--- config.mk ---
export PLATFORM = sky130hd
export DESIGN_NAME = dcc_top
export DESIGN_NICKNAME = d
export VERILOG_FILES = /design/src/core/dcc_pkg.sv /design/src/core/dcc_corr.sv /design/src/core/dcc_top.sv /design/src/core/dcc_trim_bank.sv
export SDC_FILE = /design/constraint.sdc
export NUM_CORES = 2
export LEC_CHECK = 0
export ABC_AREA = 0
export BUFFER_PORTS_ARGS = -buffer_cell sky130_fd_sc_hd__clkbuf_2
export CORE_MARGIN = 2
export CORE_UTILIZATION = 40
export CTS_CLUSTER_DIAMETER = 60
export CTS_CLUSTER_SIZE = 14
export DETAILED_ROUTE_END_ITERATION = 16
export PLACE_DENSITY = 0.68
export SETUP_SLACK_MARGIN = 0.02
export SLEW_MARGIN = 20
export SYNTH_ARGS = -nofsm -noshare
export SYNTH_HDL_FRONTEND = slang
export SYNTH_HIERARCHICAL = 1
export SYNTH_SLANG_ARGS = --single-unit
--- constraint.sdc ---
create_clock -name i_clock -period 8.8 [get_ports i_clock]
set_input_delay 0.44 -clock i_clock [delete_from_list [all_inputs] [get_ports i_clock]]
set_output_delay 0.44 -clock i_clock [all_outputs]
set_load 0.03 [all_outputs]
--- src/core/dcc_pkg.sv ---
// Purpose: shared constants, types and decode for the channel code trim block
// Assumes: one 200 MHz clock, register writes arrive from same-clock framing logic
// Notes: fine codes carry five fraction bits of one code step
package dcc_pkg;
   // channel count and widths
   localparam int NCH = 4;
   localparam int WORD_W = 16;
   localparam int CODE_W = 14;
   localparam int OFF_W = 9;
   localparam int SLP_W = 8;
   localparam int FRAC_W = 5;
   localparam int FINE_W = 19;
   localparam int ADDR_W = 4;
   localparam int SUM_W = 23;
   // code field position inside the data word
   localparam int CODE_MSB = 15;
   localparam int CODE_LSB = 2;
   // gain trim step is 1/4 code step at the end point; the shift folds in the
   // half-range (bipolar, 8192) or full-range (unipolar, 16384) denominator
   localparam int SLP_SHIFT_BIP = 10;
   localparam int SLP_SHIFT_UNI = 11;
   // register index map, one word per register
   localparam logic [3:0] ADDR_DATA_BASE = 4'h0;
   localparam logic [3:0] ADDR_OFF_BASE = 4'h4;
   localparam logic [3:0] ADDR_SLP_BASE = 4'h8;
   // reset values
   localparam logic [CODE_W-1:0] DATA_RESET = 14'h0000;
   localparam logic [OFF_W-1:0] OFF_RESET = 9'h000;
   localparam logic [SLP_W-1:0] SLP_RESET = 8'h00;
   // saturation limits in 1/32 code step units
   localparam logic signed [SUM_W-1:0] FINE_BIP_MIN = -23'sh040000;
   localparam logic signed [SUM_W-1:0] FINE_BIP_MAX = 23'sh03ffff;
   localparam logic signed [SUM_W-1:0] FINE_UNI_MIN = 23'sh000000;
   localparam logic signed [SUM_W-1:0] FINE_UNI_MAX = 23'sh07ffff;

   // register kind selected by an address
   typedef enum logic [1:0] {DCC_SEL_DATA, DCC_SEL_OFF, DCC_SEL_SLP, DCC_SEL_NONE} dcc_sel_t;

   // decoded address
   typedef struct packed {
      dcc_sel_t sel;
      logic [1:0] chan;
   } dcc_dec_t;

   // one channel toward the conversion core
   typedef struct packed {
      logic range_x4;
      logic bipolar;
      logic [FINE_W-1:0] fine;
   } dcc_core_t;

   // shared by the write and the read path
   function automatic dcc_dec_t dcc_decode(input logic [ADDR_W-1:0] addr);
      dcc_dec_t dec;
      dec.chan = addr[1:0];
      case (addr[3:2])
         ADDR_DATA_BASE[3:2]: dec.sel = DCC_SEL_DATA;
         ADDR_OFF_BASE[3:2]: dec.sel = DCC_SEL_OFF;
         ADDR_SLP_BASE[3:2]: dec.sel = DCC_SEL_SLP;
         default: dec.sel = DCC_SEL_NONE;
      endcase
      return dec;
   endfunction : dcc_decode
endpackage : dcc_pkg

--- src/core/dcc_corr.sv ---
// Purpose: one channel of offset and slope correction with saturation
// Assumes: trims and code are stable flops of the same clock
// Notes: result has five fraction bits; one cycle of latency
`timescale 1ns/1ps
module dcc_corr
   import dcc_pkg::*;
(
   // clock and reset
   input wire logic i_clock,
   input wire logic i_resetn,
   // operands
   input wire logic i_bipolar,
   input wire logic [dcc_pkg::CODE_W-1:0] i_code,
   input wire logic [dcc_pkg::OFF_W-1:0] i_offset,
   input wire logic [dcc_pkg::SLP_W-1:0] i_slope,
   // corrected code
   output logic [dcc_pkg::FINE_W-1:0] o_fine
);
   import dcc_pkg::*;

   logic signed [CODE_W:0] code_s; // code as signed value
   logic signed [SUM_W-1:0] prod; // code times slope trim
   logic signed [SUM_W-1:0] slope_adj; // slope term in 1/32 steps
   logic signed [SUM_W-1:0] sum; // unclamped fine code
   logic signed [SUM_W-1:0] lo, hi; // limits of the active mode
   logic [FINE_W-1:0] fine_q, fine_d; // registered result

   // correction arithmetic
   always_comb
   begin
      // twos complement in bipolar, straight binary in unipolar
      if (i_bipolar)
      begin
         code_s = {i_code[CODE_W-1], i_code};
      end
      else
      begin
         code_s = {1'b0, i_code};
      end
      // slope moves the end point by trim/4 steps: scales with the code
      prod = SUM_W'(code_s) * SUM_W'($signed(i_slope));
      if (i_bipolar)
      begin
         slope_adj = prod >>> SLP_SHIFT_BIP;
         lo = FINE_BIP_MIN;
         hi = FINE_BIP_MAX;
      end
      else
      begin
         slope_adj = prod >>> SLP_SHIFT_UNI;
         lo = FINE_UNI_MIN;
         hi = FINE_UNI_MAX;
      end
      // offset is a constant shift in 1/32 steps, signed in both modes
      sum = (SUM_W'(code_s) <<< FRAC_W) + slope_adj
            + SUM_W'($signed(i_offset));
      // clip instead of wrapping so a trim never flips the output
      if (sum < lo)
      begin
         fine_d = lo[FINE_W-1:0];
      end
      else if (sum > hi)
      begin
         fine_d = hi[FINE_W-1:0];
      end
      else
      begin
         fine_d = sum[FINE_W-1:0];
      end
   end

   // result register
   always_ff @(posedge i_clock)
   begin
      if (!i_resetn)
      begin
         fine_q <= '0;
      end
      else
      begin
         fine_q <= fine_d;
      end
   end

   assign o_fine = fine_q;

   // untrimmed code passes as code * 32
   AST_PLAIN_CODE: assert property (@(posedge i_clock) disable iff (!i_resetn)
      (i_offset == 9'h000 && i_slope == 8'h00 && !i_bipolar)
      |=> o_fine == {$past(i_code), 5'h00})
      else $error("untrimmed unipolar code not passed through");

   // a negative offset in bipolar at code zero gives a negative result
   AST_OFF_SIGNED: assert property (@(posedge i_clock) disable iff (!i_resetn)
      (i_bipolar && i_code == 14'h0000 && i_slope == 8'h00 && i_offset == 9'h100)
      |=> o_fine == 19'h7ff00)
      else $error("offset trim not read as twos complement");

   // slope trim leaves the zero code untouched in bipolar
   AST_SLOPE_PIVOT: assert property (@(posedge i_clock) disable iff (!i_resetn)
      (i_bipolar && i_code == 14'h0000)
      |=> o_fine == FINE_W'($signed($past(i_offset))))
      else $error("slope trim moved the bipolar zero point");

   // offset shifts an unclamped code by exactly the trim value
   AST_OFF_SHIFT: assert property (@(posedge i_clock) disable iff (!i_resetn)
      (!i_bipolar && i_slope == 8'h00 && i_code == 14'h0100 && i_offset == 9'h01f)
      |=> o_fine == 19'h0201f)
      else $error("offset trim did not shift the code");

   // saturation at the top of the unipolar range
   AST_SAT_HIGH: assert property (@(posedge i_clock) disable iff (!i_resetn)
      (!i_bipolar && i_code == 14'h3fff && i_offset == 9'h0ff && i_slope == 8'h00)
      |=> o_fine == 19'h7ffff)
      else $error("unipolar overflow not clamped");

   // bipolar negative full scale with code 0x2000
   AST_BIP_NEG_FS: assert property (@(posedge i_clock) disable iff (!i_resetn)
      (i_bipolar && i_code == 14'h2000 && i_offset == 9'h000 && i_slope == 8'h00)
      |=> o_fine == 19'h40000)
      else $error("bipolar negative full scale wrong");
endmodule : dcc_corr

--- src/core/dcc_top.sv ---
// Purpose: channel code registers, load latch and per-channel code trim
// Assumes: register port and load strobe come from same-clock framing logic
// Notes: reads answer one cycle after the strobe
//    trim readback follows the address between reads, so take it on rvalid
//    range and mode bits pass straight through to the core, unregistered
// Operation
// - bipolar code read as twos complement
// - unipolar code read as straight binary
// - separate offset and slope trim per channel
// - offset trim resets to zero
// - offset trim is nine low bits, 1/32 step
// - offset trim is signed in both modes
// - unused trim bits ignore writes, read zero
// - slope trim resets to zero
// - slope trim is eight low bits, 1/4 step
// - slope trim is signed in both modes
// - offset trim shifts whole transfer function
// - slope trim moves the full-scale end point
// - channel code is data word bits 15..2
// - range bit picks gain four or two
`timescale 1ns/1ps
module dcc_top
   import dcc_pkg::*;
(
   // clock and reset
   input wire logic i_clock,
   input wire logic i_resetn,
   // register port
   input wire logic i_reg_wr,
   input wire logic i_reg_rd,
   input wire logic [dcc_pkg::ADDR_W-1:0] i_reg_addr,
   input wire logic [dcc_pkg::WORD_W-1:0] i_reg_wdata,
   output logic [dcc_pkg::WORD_W-1:0] o_reg_rdata,
   output logic o_reg_rvalid,
   // configuration
   input wire logic i_bipolar,
   input wire logic [dcc_pkg::NCH-1:0] i_range_x4,
   input wire logic i_load,
   // toward the conversion core
   output dcc_pkg::dcc_core_t [dcc_pkg::NCH-1:0] o_core,
   output logic o_core_valid
);
   import dcc_pkg::*;

   dcc_dec_t wr_dec; // decoded write address
   dcc_dec_t rd_dec; // decoded read address
   logic [NCH-1:0][CODE_W-1:0] data_q, data_d; // input data codes
   logic [NCH-1:0][CODE_W-1:0] latch_q, latch_d; // codes in conversion
   logic [WORD_W-1:0] data_rd_q, data_rd_d; // registered code readback
   dcc_sel_t rd_sel_q, rd_sel_d; // kind of the pending read
   logic rvalid_q, rvalid_d; // read answer strobe
   logic load_q, load_d; // load seen, result one cycle on
   logic valid_q, valid_d; // result strobe toward the core
   logic [WORD_W-1:0] bank_rd; // trim readback from the bank
   logic [NCH-1:0][OFF_W-1:0] offset; // live offset trims
   logic [NCH-1:0][SLP_W-1:0] slope; // live slope trims
   logic [NCH-1:0][FINE_W-1:0] fine; // corrected codes

   // address decode for both directions
   always_comb
   begin
      wr_dec = dcc_decode(i_reg_addr);
      rd_dec = dcc_decode(i_reg_addr);
   end

   // data registers take the code field only; low two bits are dropped
   always_comb
   begin
      data_d = data_q;
      if (i_reg_wr && wr_dec.sel == DCC_SEL_DATA)
      begin
         data_d[wr_dec.chan] = i_reg_wdata[CODE_MSB:CODE_LSB];
      end
   end

   // load copies all input codes into the latch at once
   // a write in the load cycle lands after the copy, so the latch keeps the old code
   always_comb
   begin
      latch_d = latch_q;
      load_d = i_load;
      valid_d = load_q;
      if (i_load)
      begin
         latch_d = data_q;
      end
   end

   // read capture; trims are read inside the bank on the same edge
   always_comb
   begin
      rvalid_d = i_reg_rd;
      rd_sel_d = rd_sel_q;
      data_rd_d = data_rd_q;
      if (i_reg_rd)
      begin
         rd_sel_d = rd_dec.sel;
         if (rd_dec.sel == DCC_SEL_DATA)
         begin
            // code returns in its field, low bits read zero
            data_rd_d = {data_q[rd_dec.chan], {CODE_LSB{1'b0}}};
         end
         else
         begin
            data_rd_d = '0;
         end
      end
   end

   // control and data registers
   always_ff @(posedge i_clock)
   begin
      if (!i_resetn)
      begin
         data_q <= {NCH{DATA_RESET}};
         latch_q <= {NCH{DATA_RESET}};
         data_rd_q <= '0;
         rd_sel_q <= DCC_SEL_NONE;
         rvalid_q <= 1'b0;
         load_q <= 1'b0;
         valid_q <= 1'b0;
      end
      else
      begin
         data_q <= data_d;
         latch_q <= latch_d;
         data_rd_q <= data_rd_d;
         rd_sel_q <= rd_sel_d;
         rvalid_q <= rvalid_d;
         load_q <= load_d;
         valid_q <= valid_d;
      end
   end

   // trim storage, one entry per channel
   dcc_trim_bank u_bank (
      .i_clock (i_clock),
      .i_resetn (i_resetn),
      .i_off_we (i_reg_wr && wr_dec.sel == DCC_SEL_OFF),
      .i_slp_we (i_reg_wr && wr_dec.sel == DCC_SEL_SLP),
      .i_wr_chan (wr_dec.chan),
      .i_wdata (i_reg_wdata),
      .i_rd_chan (rd_dec.chan),
      .i_rd_sel (rd_dec.sel),
      .o_rd_data (bank_rd),
      .o_offset (offset),
      .o_slope (slope)
   );

   // one correction datapath per channel, all running in parallel
   for (genvar ch = 0; ch < NCH; ch++)
   begin : g_chan
      dcc_corr u_corr (
         .i_clock (i_clock),
         .i_resetn (i_resetn),
         .i_bipolar (i_bipolar),
         .i_code (latch_q[ch]),
         .i_offset (offset[ch]),
         .i_slope (slope[ch]),
         .o_fine (fine[ch])
      );
      // range bit travels with the code; the core scales full scale by it
      assign o_core[ch].range_x4 = i_range_x4[ch];
      assign o_core[ch].bipolar = i_bipolar;
      assign o_core[ch].fine = fine[ch];

      // every channel carries its own range bit and the shared mode flag
      AST_RANGE_CH: assert property (@(posedge i_clock) disable iff (!i_resetn)
         o_core[ch].range_x4 == i_range_x4[ch])
         else $error("channel range bit not forwarded");
      AST_MODE_CH: assert property (@(posedge i_clock) disable iff (!i_resetn)
         o_core[ch].bipolar == i_bipolar)
         else $error("channel mode flag not forwarded");
   end

   // answer mux; unmapped addresses read zero from both sources
   assign o_reg_rdata = (rd_sel_q == DCC_SEL_DATA) ? data_rd_q : bank_rd;
   assign o_reg_rvalid = rvalid_q;
   assign o_core_valid = valid_q;

   // trims hold zero right after reset
   AST_TRIM_RESET: assert property (@(posedge i_clock)
      $rose(i_resetn) |-> (offset == '0 && slope == '0))
      else $error("trims not cleared by reset");

   // offset write to channel 1 keeps the nine low data bits
   AST_OFF_WRITE: assert property (@(posedge i_clock) disable iff (!i_resetn)
      (i_reg_wr && i_reg_addr == 4'h5)
      |=> offset[1] == $past(i_reg_wdata[8:0]))
      else $error("offset trim write lost");

   // slope write keeps eight bits
   AST_SLP_WRITE: assert property (@(posedge i_clock) disable iff (!i_resetn)
      (i_reg_wr && i_reg_addr == 4'ha)
      |=> slope[2] == $past(i_reg_wdata[7:0]))
      else $error("slope trim write lost");

   // trim readback never shows upper bits
   AST_RESERVED_ZERO: assert property (@(posedge i_clock) disable iff (!i_resetn)
      (i_reg_rd && i_reg_addr[3:2] != 2'h0)
      |=> (o_reg_rvalid && o_reg_rdata[15:9] == 7'h00))
      else $error("trim readback shows reserved bits");

   // an offset write to channel 0 leaves the channel 3 offset and all slopes alone
   AST_CHAN_INDEP: assert property (@(posedge i_clock) disable iff (!i_resetn)
      (i_reg_wr && i_reg_addr == 4'h4)
      |=> ($stable(offset[3]) && $stable(slope)))
      else $error("trim write disturbed another channel");

   // code field from bits 15..2 of the data word
   AST_CODE_FIELD: assert property (@(posedge i_clock) disable iff (!i_resetn)
      (i_reg_wr && i_reg_addr == 4'h3)
      |=> data_q[3] == $past(i_reg_wdata[15:2]))
      else $error("channel code field misplaced");

   // load latches the codes and flags the result two edges later
   AST_LOAD_LATCH: assert property (@(posedge i_clock) disable iff (!i_resetn)
      i_load |=> (latch_q == $past(data_q)) ##1 o_core_valid)
      else $error("load did not latch codes or flag the result");

   // range selection follows its input bit
   AST_RANGE: assert property (@(posedge i_clock) disable iff (!i_resetn)
      o_core[0].range_x4 == i_range_x4[0])
      else $error("range bit not forwarded");

   // register port checks; a read in the cycle of a write sees the old value
   // reset clears trims and silences both strobes on the next edge
   AST_RESET_STATE: assert property (@(posedge i_clock)
      !i_resetn
      |=> (offset == '0 && slope == '0 && !o_core_valid && !o_reg_rvalid))
      else $error("reset did not clear trims and strobes");

   // exactly one answer per read strobe, on the very next edge
   AST_RVALID_TIMING: assert property (@(posedge i_clock) disable iff (!i_resetn)
      o_reg_rvalid == $past(i_reg_rd))
      else $error("read answer not one cycle after the strobe");

   // slope readback keeps its eight upper bits at zero
   AST_SLP_RESERVED: assert property (@(posedge i_clock) disable iff (!i_resetn)
      (i_reg_rd && i_reg_addr[3:2] == 2'h2)
      |=> o_reg_rdata[15:8] == 8'h00)
      else $error("slope readback shows reserved bits");

   // the unmapped indices answer with an all-zero word
   AST_UNMAPPED_ZERO: assert property (@(posedge i_clock) disable iff (!i_resetn)
      (i_reg_rd && i_reg_addr[3:2] == 2'h3)
      |=> o_reg_rdata == 16'h0000)
      else $error("unmapped read not zero");

   // offset readback returns the trim as it stood at the strobe
   AST_OFF_READBACK: assert property (@(posedge i_clock) disable iff (!i_resetn)
      (i_reg_rd && i_reg_addr[3:2] == 2'h1)
      |=> o_reg_rdata[8:0] == $past(offset[i_reg_addr[1:0]]))
      else $error("offset trim readback wrong");

   // slope readback likewise, eight live bits
   AST_SLP_READBACK: assert property (@(posedge i_clock) disable iff (!i_resetn)
      (i_reg_rd && i_reg_addr[3:2] == 2'h2)
      |=> o_reg_rdata[7:0] == $past(slope[i_reg_addr[1:0]]))
      else $error("slope trim readback wrong");

   // code readback puts the code in its field with the low bits zero
   AST_DATA_READBACK: assert property (@(posedge i_clock) disable iff (!i_resetn)
      (i_reg_rd && i_reg_addr[3:2] == 2'h0)
      |=> o_reg_rdata == {$past(data_q[i_reg_addr[1:0]]), 2'h0})
      else $error("channel code readback wrong");

   // input codes change only on a write to a data index
   AST_DATA_HOLD: assert property (@(posedge i_clock) disable iff (!i_resetn)
      !(i_reg_wr && i_reg_addr[3:2] == 2'h0)
      |=> $stable(data_q))
      else $error("channel code changed without a write");

   // trims change only on a write; reads have no side effect
   AST_TRIM_HOLD: assert property (@(posedge i_clock) disable iff (!i_resetn)
      !i_reg_wr
      |=> ($stable(offset) && $stable(slope)))
      else $error("trim changed without a write");

   // a slope write to channel 0 leaves the other slopes and all offsets alone
   AST_SLP_CHAN_INDEP: assert property (@(posedge i_clock) disable iff (!i_resetn)
      (i_reg_wr && i_reg_addr == 4'h8)
      |=> ($stable(slope[3:1]) && $stable(offset)))
      else $error("slope write disturbed another trim");

   // writes to unmapped indices are dropped; the decode has no spare slot
   AST_UNMAPPED_WRITE: assert property (@(posedge i_clock) disable iff (!i_resetn)
      (i_reg_wr && i_reg_addr[3:2] == 2'h3)
      |=> ($stable(data_q) && $stable(offset) && $stable(slope)))
      else $error("unmapped write changed a register");

   // between loads the latch holds, so data writes never reach the core early
   AST_LATCH_HOLD: assert property (@(posedge i_clock) disable iff (!i_resetn)
      !i_load
      |=> $stable(latch_q))
      else $error("latch changed without a load");

   // the core strobe only ever follows a load by two edges
   AST_VALID_CAUSE: assert property (@(posedge i_clock) disable iff (!i_resetn)
      o_core_valid |-> $past(i_load, 2))
      else $error("core strobe without a load");
endmodule : dcc_top

--- src/core/dcc_trim_bank.sv ---
// Purpose: per-channel offset and slope trim storage with registered read
// Assumes: at most one write per cycle
// Notes: only the live trim bits are stored, so upper bits cannot hold data
`timescale 1ns/1ps
module dcc_trim_bank
   import dcc_pkg::*;
(
   // clock and reset
   input wire logic i_clock,
   input wire logic i_resetn,
   // write side
   input wire logic i_off_we,
   input wire logic i_slp_we,
   input wire logic [1:0] i_wr_chan,
   input wire logic [dcc_pkg::WORD_W-1:0] i_wdata,
   // read side
   input wire logic [1:0] i_rd_chan,
   input wire dcc_pkg::dcc_sel_t i_rd_sel,
   output logic [dcc_pkg::WORD_W-1:0] o_rd_data,
   // live trims to the datapaths
   output logic [dcc_pkg::NCH-1:0][dcc_pkg::OFF_W-1:0] o_offset,
   output logic [dcc_pkg::NCH-1:0][dcc_pkg::SLP_W-1:0] o_slope
);
   import dcc_pkg::*;

   logic [NCH-1:0][OFF_W-1:0] off_q, off_d; // offset trims
   logic [NCH-1:0][SLP_W-1:0] slp_q, slp_d; // slope trims
   logic [WORD_W-1:0] rd_q, rd_d; // read data register

   // next trim values; upper data bits are simply dropped
   always_comb
   begin
      off_d = off_q;
      slp_d = slp_q;
      if (i_off_we)
      begin
         off_d[i_wr_chan] = i_wdata[OFF_W-1:0];
      end
      if (i_slp_we)
      begin
         slp_d[i_wr_chan] = i_wdata[SLP_W-1:0];
      end
   end

   // read mux, unused upper bits forced to zero
   always_comb
   begin
      case (i_rd_sel)
         DCC_SEL_OFF: rd_d = {{(WORD_W-OFF_W){1'b0}}, off_q[i_rd_chan]};
         DCC_SEL_SLP: rd_d = {{(WORD_W-SLP_W){1'b0}}, slp_q[i_rd_chan]};
         default: rd_d = '0;
      endcase
   end

   // registers; trims clear to no adjustment
   always_ff @(posedge i_clock)
   begin
      if (!i_resetn)
      begin
         off_q <= {NCH{OFF_RESET}};
         slp_q <= {NCH{SLP_RESET}};
         rd_q <= '0;
      end
      else
      begin
         off_q <= off_d;
         slp_q <= slp_d;
         rd_q <= rd_d;
      end
   end

   assign o_rd_data = rd_q;
   assign o_offset = off_q;
   assign o_slope = slp_q;
endmodule : dcc_trim_bank
==> results.json <==
{
  "worst_slack_ns": -0.274,
  "setup_viol": 73,
  "root_buffer": "clkbuf_16",
  "avgSynthCellArea_um2": 9.11,
  "dr_total_vias": 29420,
  "post-route-drc-count": 0,
  "grt_max_degree": 84,
  "slowest_delay_ns": 0.55,
  "fin_area_mm2": 0.0451,
  "grt_usage": 0.228,
  "ys_types": 110,
  "clkSinkCount": 284,
  "crit_arrival_ns": 9.57,
  "clock_path_buffers": 3,
  "finalCriticalPeriod_ns": 9.07,
  "die_x_um": 299,
  "clock_latency_ns": 0.61,
  "fin_util": 0.521,
  "antenna_found_initial": 5,
  "critPathKind": "register to register",
  "min_path_cells": 3,
  "nets": 5304,
  "final_hold_viol_count": 0,
  "stdcell_count": 5715,
  "holdWs_ns": 0.165,
  "htree_levels": 1,
  "ios": 132,
  "die-area_mm2": 0.0895,
  "fin_worst_skew_ns": 0.0151,
  "hp-class": "primary input to register",
  "violations": "setup timing",
  "slew_headroom": 0.257,
  "rsz0062_at_grt": "true",
  "worst_setup_path_start_kind": "register",
  "maxSlewViolCount": 0,
  "synth-seq-cells": 284,
  "place.port_buffers": 123,
  "antenna_left": 0,
  "drt-vias-per-instance": 5.15,
  "synth_top_area_share": 0.255,
  "hpwl_mm": 79.4,
  "numCtsBuffers": 31,
  "endpoint_kind": "register",
  "max_freq_mhz": 110,
  "drt_iter0_drc": 1660,
  "numPlacedInstances": 5543,
  "yosysSeqAreaShare": 0.163,
  "ys_top_cells_by_area": "fa_1 26%, dfxtp_1 16%, ha_1 10%",
  "synthArstFlopShare": 0,
  "grt_remaining_overflow": 0,
  "max-cap-violations": 0,
  "rows": 108,
  "rr_worst_depth": 36,
  "synthCells": 3827,
  "worst_pin_slew_ns": 1.11,
  "drt-total-wl_mm": 101,
  "clk_pin_slew_ns": 0.06,
  "start_util": 0.402,
  "drive_above_1_share": 0.314,
  "crit_path_top_delay_cell": "fa_1",
  "yosys.area.top_type": "fa_1",
  "cp_max_fo": 8,
  "die_h_um": 299,
  "min_period_over_period": 1.03,
  "pre_cts_ws_ns": -0.460,
  "area_growth_pct": 29.5,
  "first_pass_iters": 5,
  "cpMostUsedCell": "fa_1",
  "status": "finished, violations left",
  "leakage_nw": 22.4,
  "ir_drop_mv": 0.161,
  "postPlaceCellArea_mm2": 0.0412,
  "grt_pass1_vias": 30744,
  "powerDensity_mw_per_mm2": 70.6,
  "crit_required_ns": 9.29,
  "cts_tree": "yes",
  "synth_edf_count": 0,
  "grt_pass1_wl_mm": 165,
  "design.core.area_mm2": 0.0866,
  "synth_area_mm2": 0.0349,
  "place_congestion": 0.914,
  "yosysWarningCount": 6,
  "wire_per_inst_um": 17.7,
  "synthFlopType": "dfxtp_1"
}
power by group:
part / leakage (nW) / internal, W / total (W) / switching, W
Clock: 0.492 / 0.000744 / 0.00133 / 0.000590
Sequential: 2.34 / 0.00131 / 0.00133 / 0.0000237
Combinational: 19.6 / 0.000210 / 0.000525 / 0.000315
Total: 22.4 / 0.00226 / 0.00319 / 0.000929
worst max-delay path, delay by kind of cell (launching register included):
family                     cells  cell delay [ns]
adders and majority gates      8             3.33
AOI/OAI and AO/OA             14             2.95
and+or+nand+nor                6             1.24
buffers and inverters          6             0.61
xor gates and xnor gates       2             0.46
DFF                            1             0.33
layout make-up:
| type | count | area (µm²) |
|---|---|---|
| inverters | 596 | 2240 |
| multi-input cells | 2797 | 28100 |
| clock inverters | 15 | 228 |
| clock buffers | 32 | 779 |
| well taps | 1155 | 1450 |
| fillers | 7641 | 41500 |
| diodes | 2 | 5.00 |
| flip-flops and latches | 284 | 5850 |
| repair buffers | 834 | 6470 |
sequential cells by signal (all words and copies together) (netlist names), 2 cells and up:
signal	count
u_bank/o_rd_data	9
data_q	56
u_bank/o_offset	36
g_chan.u_corr/o_fine	76
data_rd_q	14
rd_sel_q	2
u_bank/o_slope	32
latch_q	56
worst paths after layout:
path                                   startpoint                          end  slack (ns)
worst max-delay path            u_bank/o_slope[7]  g_chan[0].u_corr/o_fine[18]       -0.27
worst min-delay path              i_reg_wdata[14]                   data_q[26]        0.16
worst max register to register  u_bank/o_slope[7]  g_chan[0].u_corr/o_fine[18]       -0.27
worst min register to register             load_q                 o_core_valid        0.43
layout by cell type (no fill, tap or decap), types with 39 or more instances in the layout:
master,instances
a21oi_2,83
buf_6,60
nand2_1,250
fa_1,423
xnor2_1,81
dfxtp_1,215
mux2i_1,210
ha_1,231
nor2b_1,91
nor3_1,39
a21oi_1,105
inv_2,48
ha_4,49
and2_1,278
buf_4,633
clkbuf_2,119
o21ai_0,59
inv_1,544
nor2_1,177
Yosys cell counts (all sizes together) (35+ instances only):
library cell and instances:
mux2i 210, ha 286, a21o 35, inv 593
nor2b 91, xnor2 86, dfxtp 284, nand2 268
nor3 46, nor2 198, clkbuf 86, and2 310
nand3 36, o21ai 82, and3 36, a21oi 203
fa 444, buf 71
kinds of logic after synthesis:
kind of cell,count (synthesis),synth area share
other,1,0.000108
muxes,240,0.0748
and+or+nand+nor,1110,0.168
AOI/OAI and AO/OA,590,0.116
adders and majority gates,730,0.358
buffers and inverters,753,0.0900
DFF,284,0.163
xor gates and xnor gates,119,0.0299
timing repair:
item	in CTS	in global routing
hold buffers	0	0
pin swaps	245	206
endpoints found under the hold margin	0	0
setup buffers	86	36
gates cloned	6	0
gates resized for setup	317	195
setup endpoints to repair	76	76
metal layers:
| layer | GRT usage | up-vias | wire length (µm) |
|---|---|---|---|
| met2 | 0.378 | 774 | 48000 |
| met3 | 0.0284 | 169 | 5510 |
| met5 | 0 | - | 55 |
| li1 | - | 13946 | - |
| met4 | 0.0679 | 8 | 3100 |
| met1 | 0.310 | 14523 | 44700 |
per-stage QoR:
stage          setup TNS [ns]  total power [W]
2_1_floorplan               0          0.00167
3_3_place_gp           -16.10          0.00182
3_5_place_dp           -23.84          0.00182
4_1_cts                 -5.65          0.00319
5_1_grt                -34.25          0.00330
6_report                -8.02          0.00319
(Power assumes the default switching activity.)
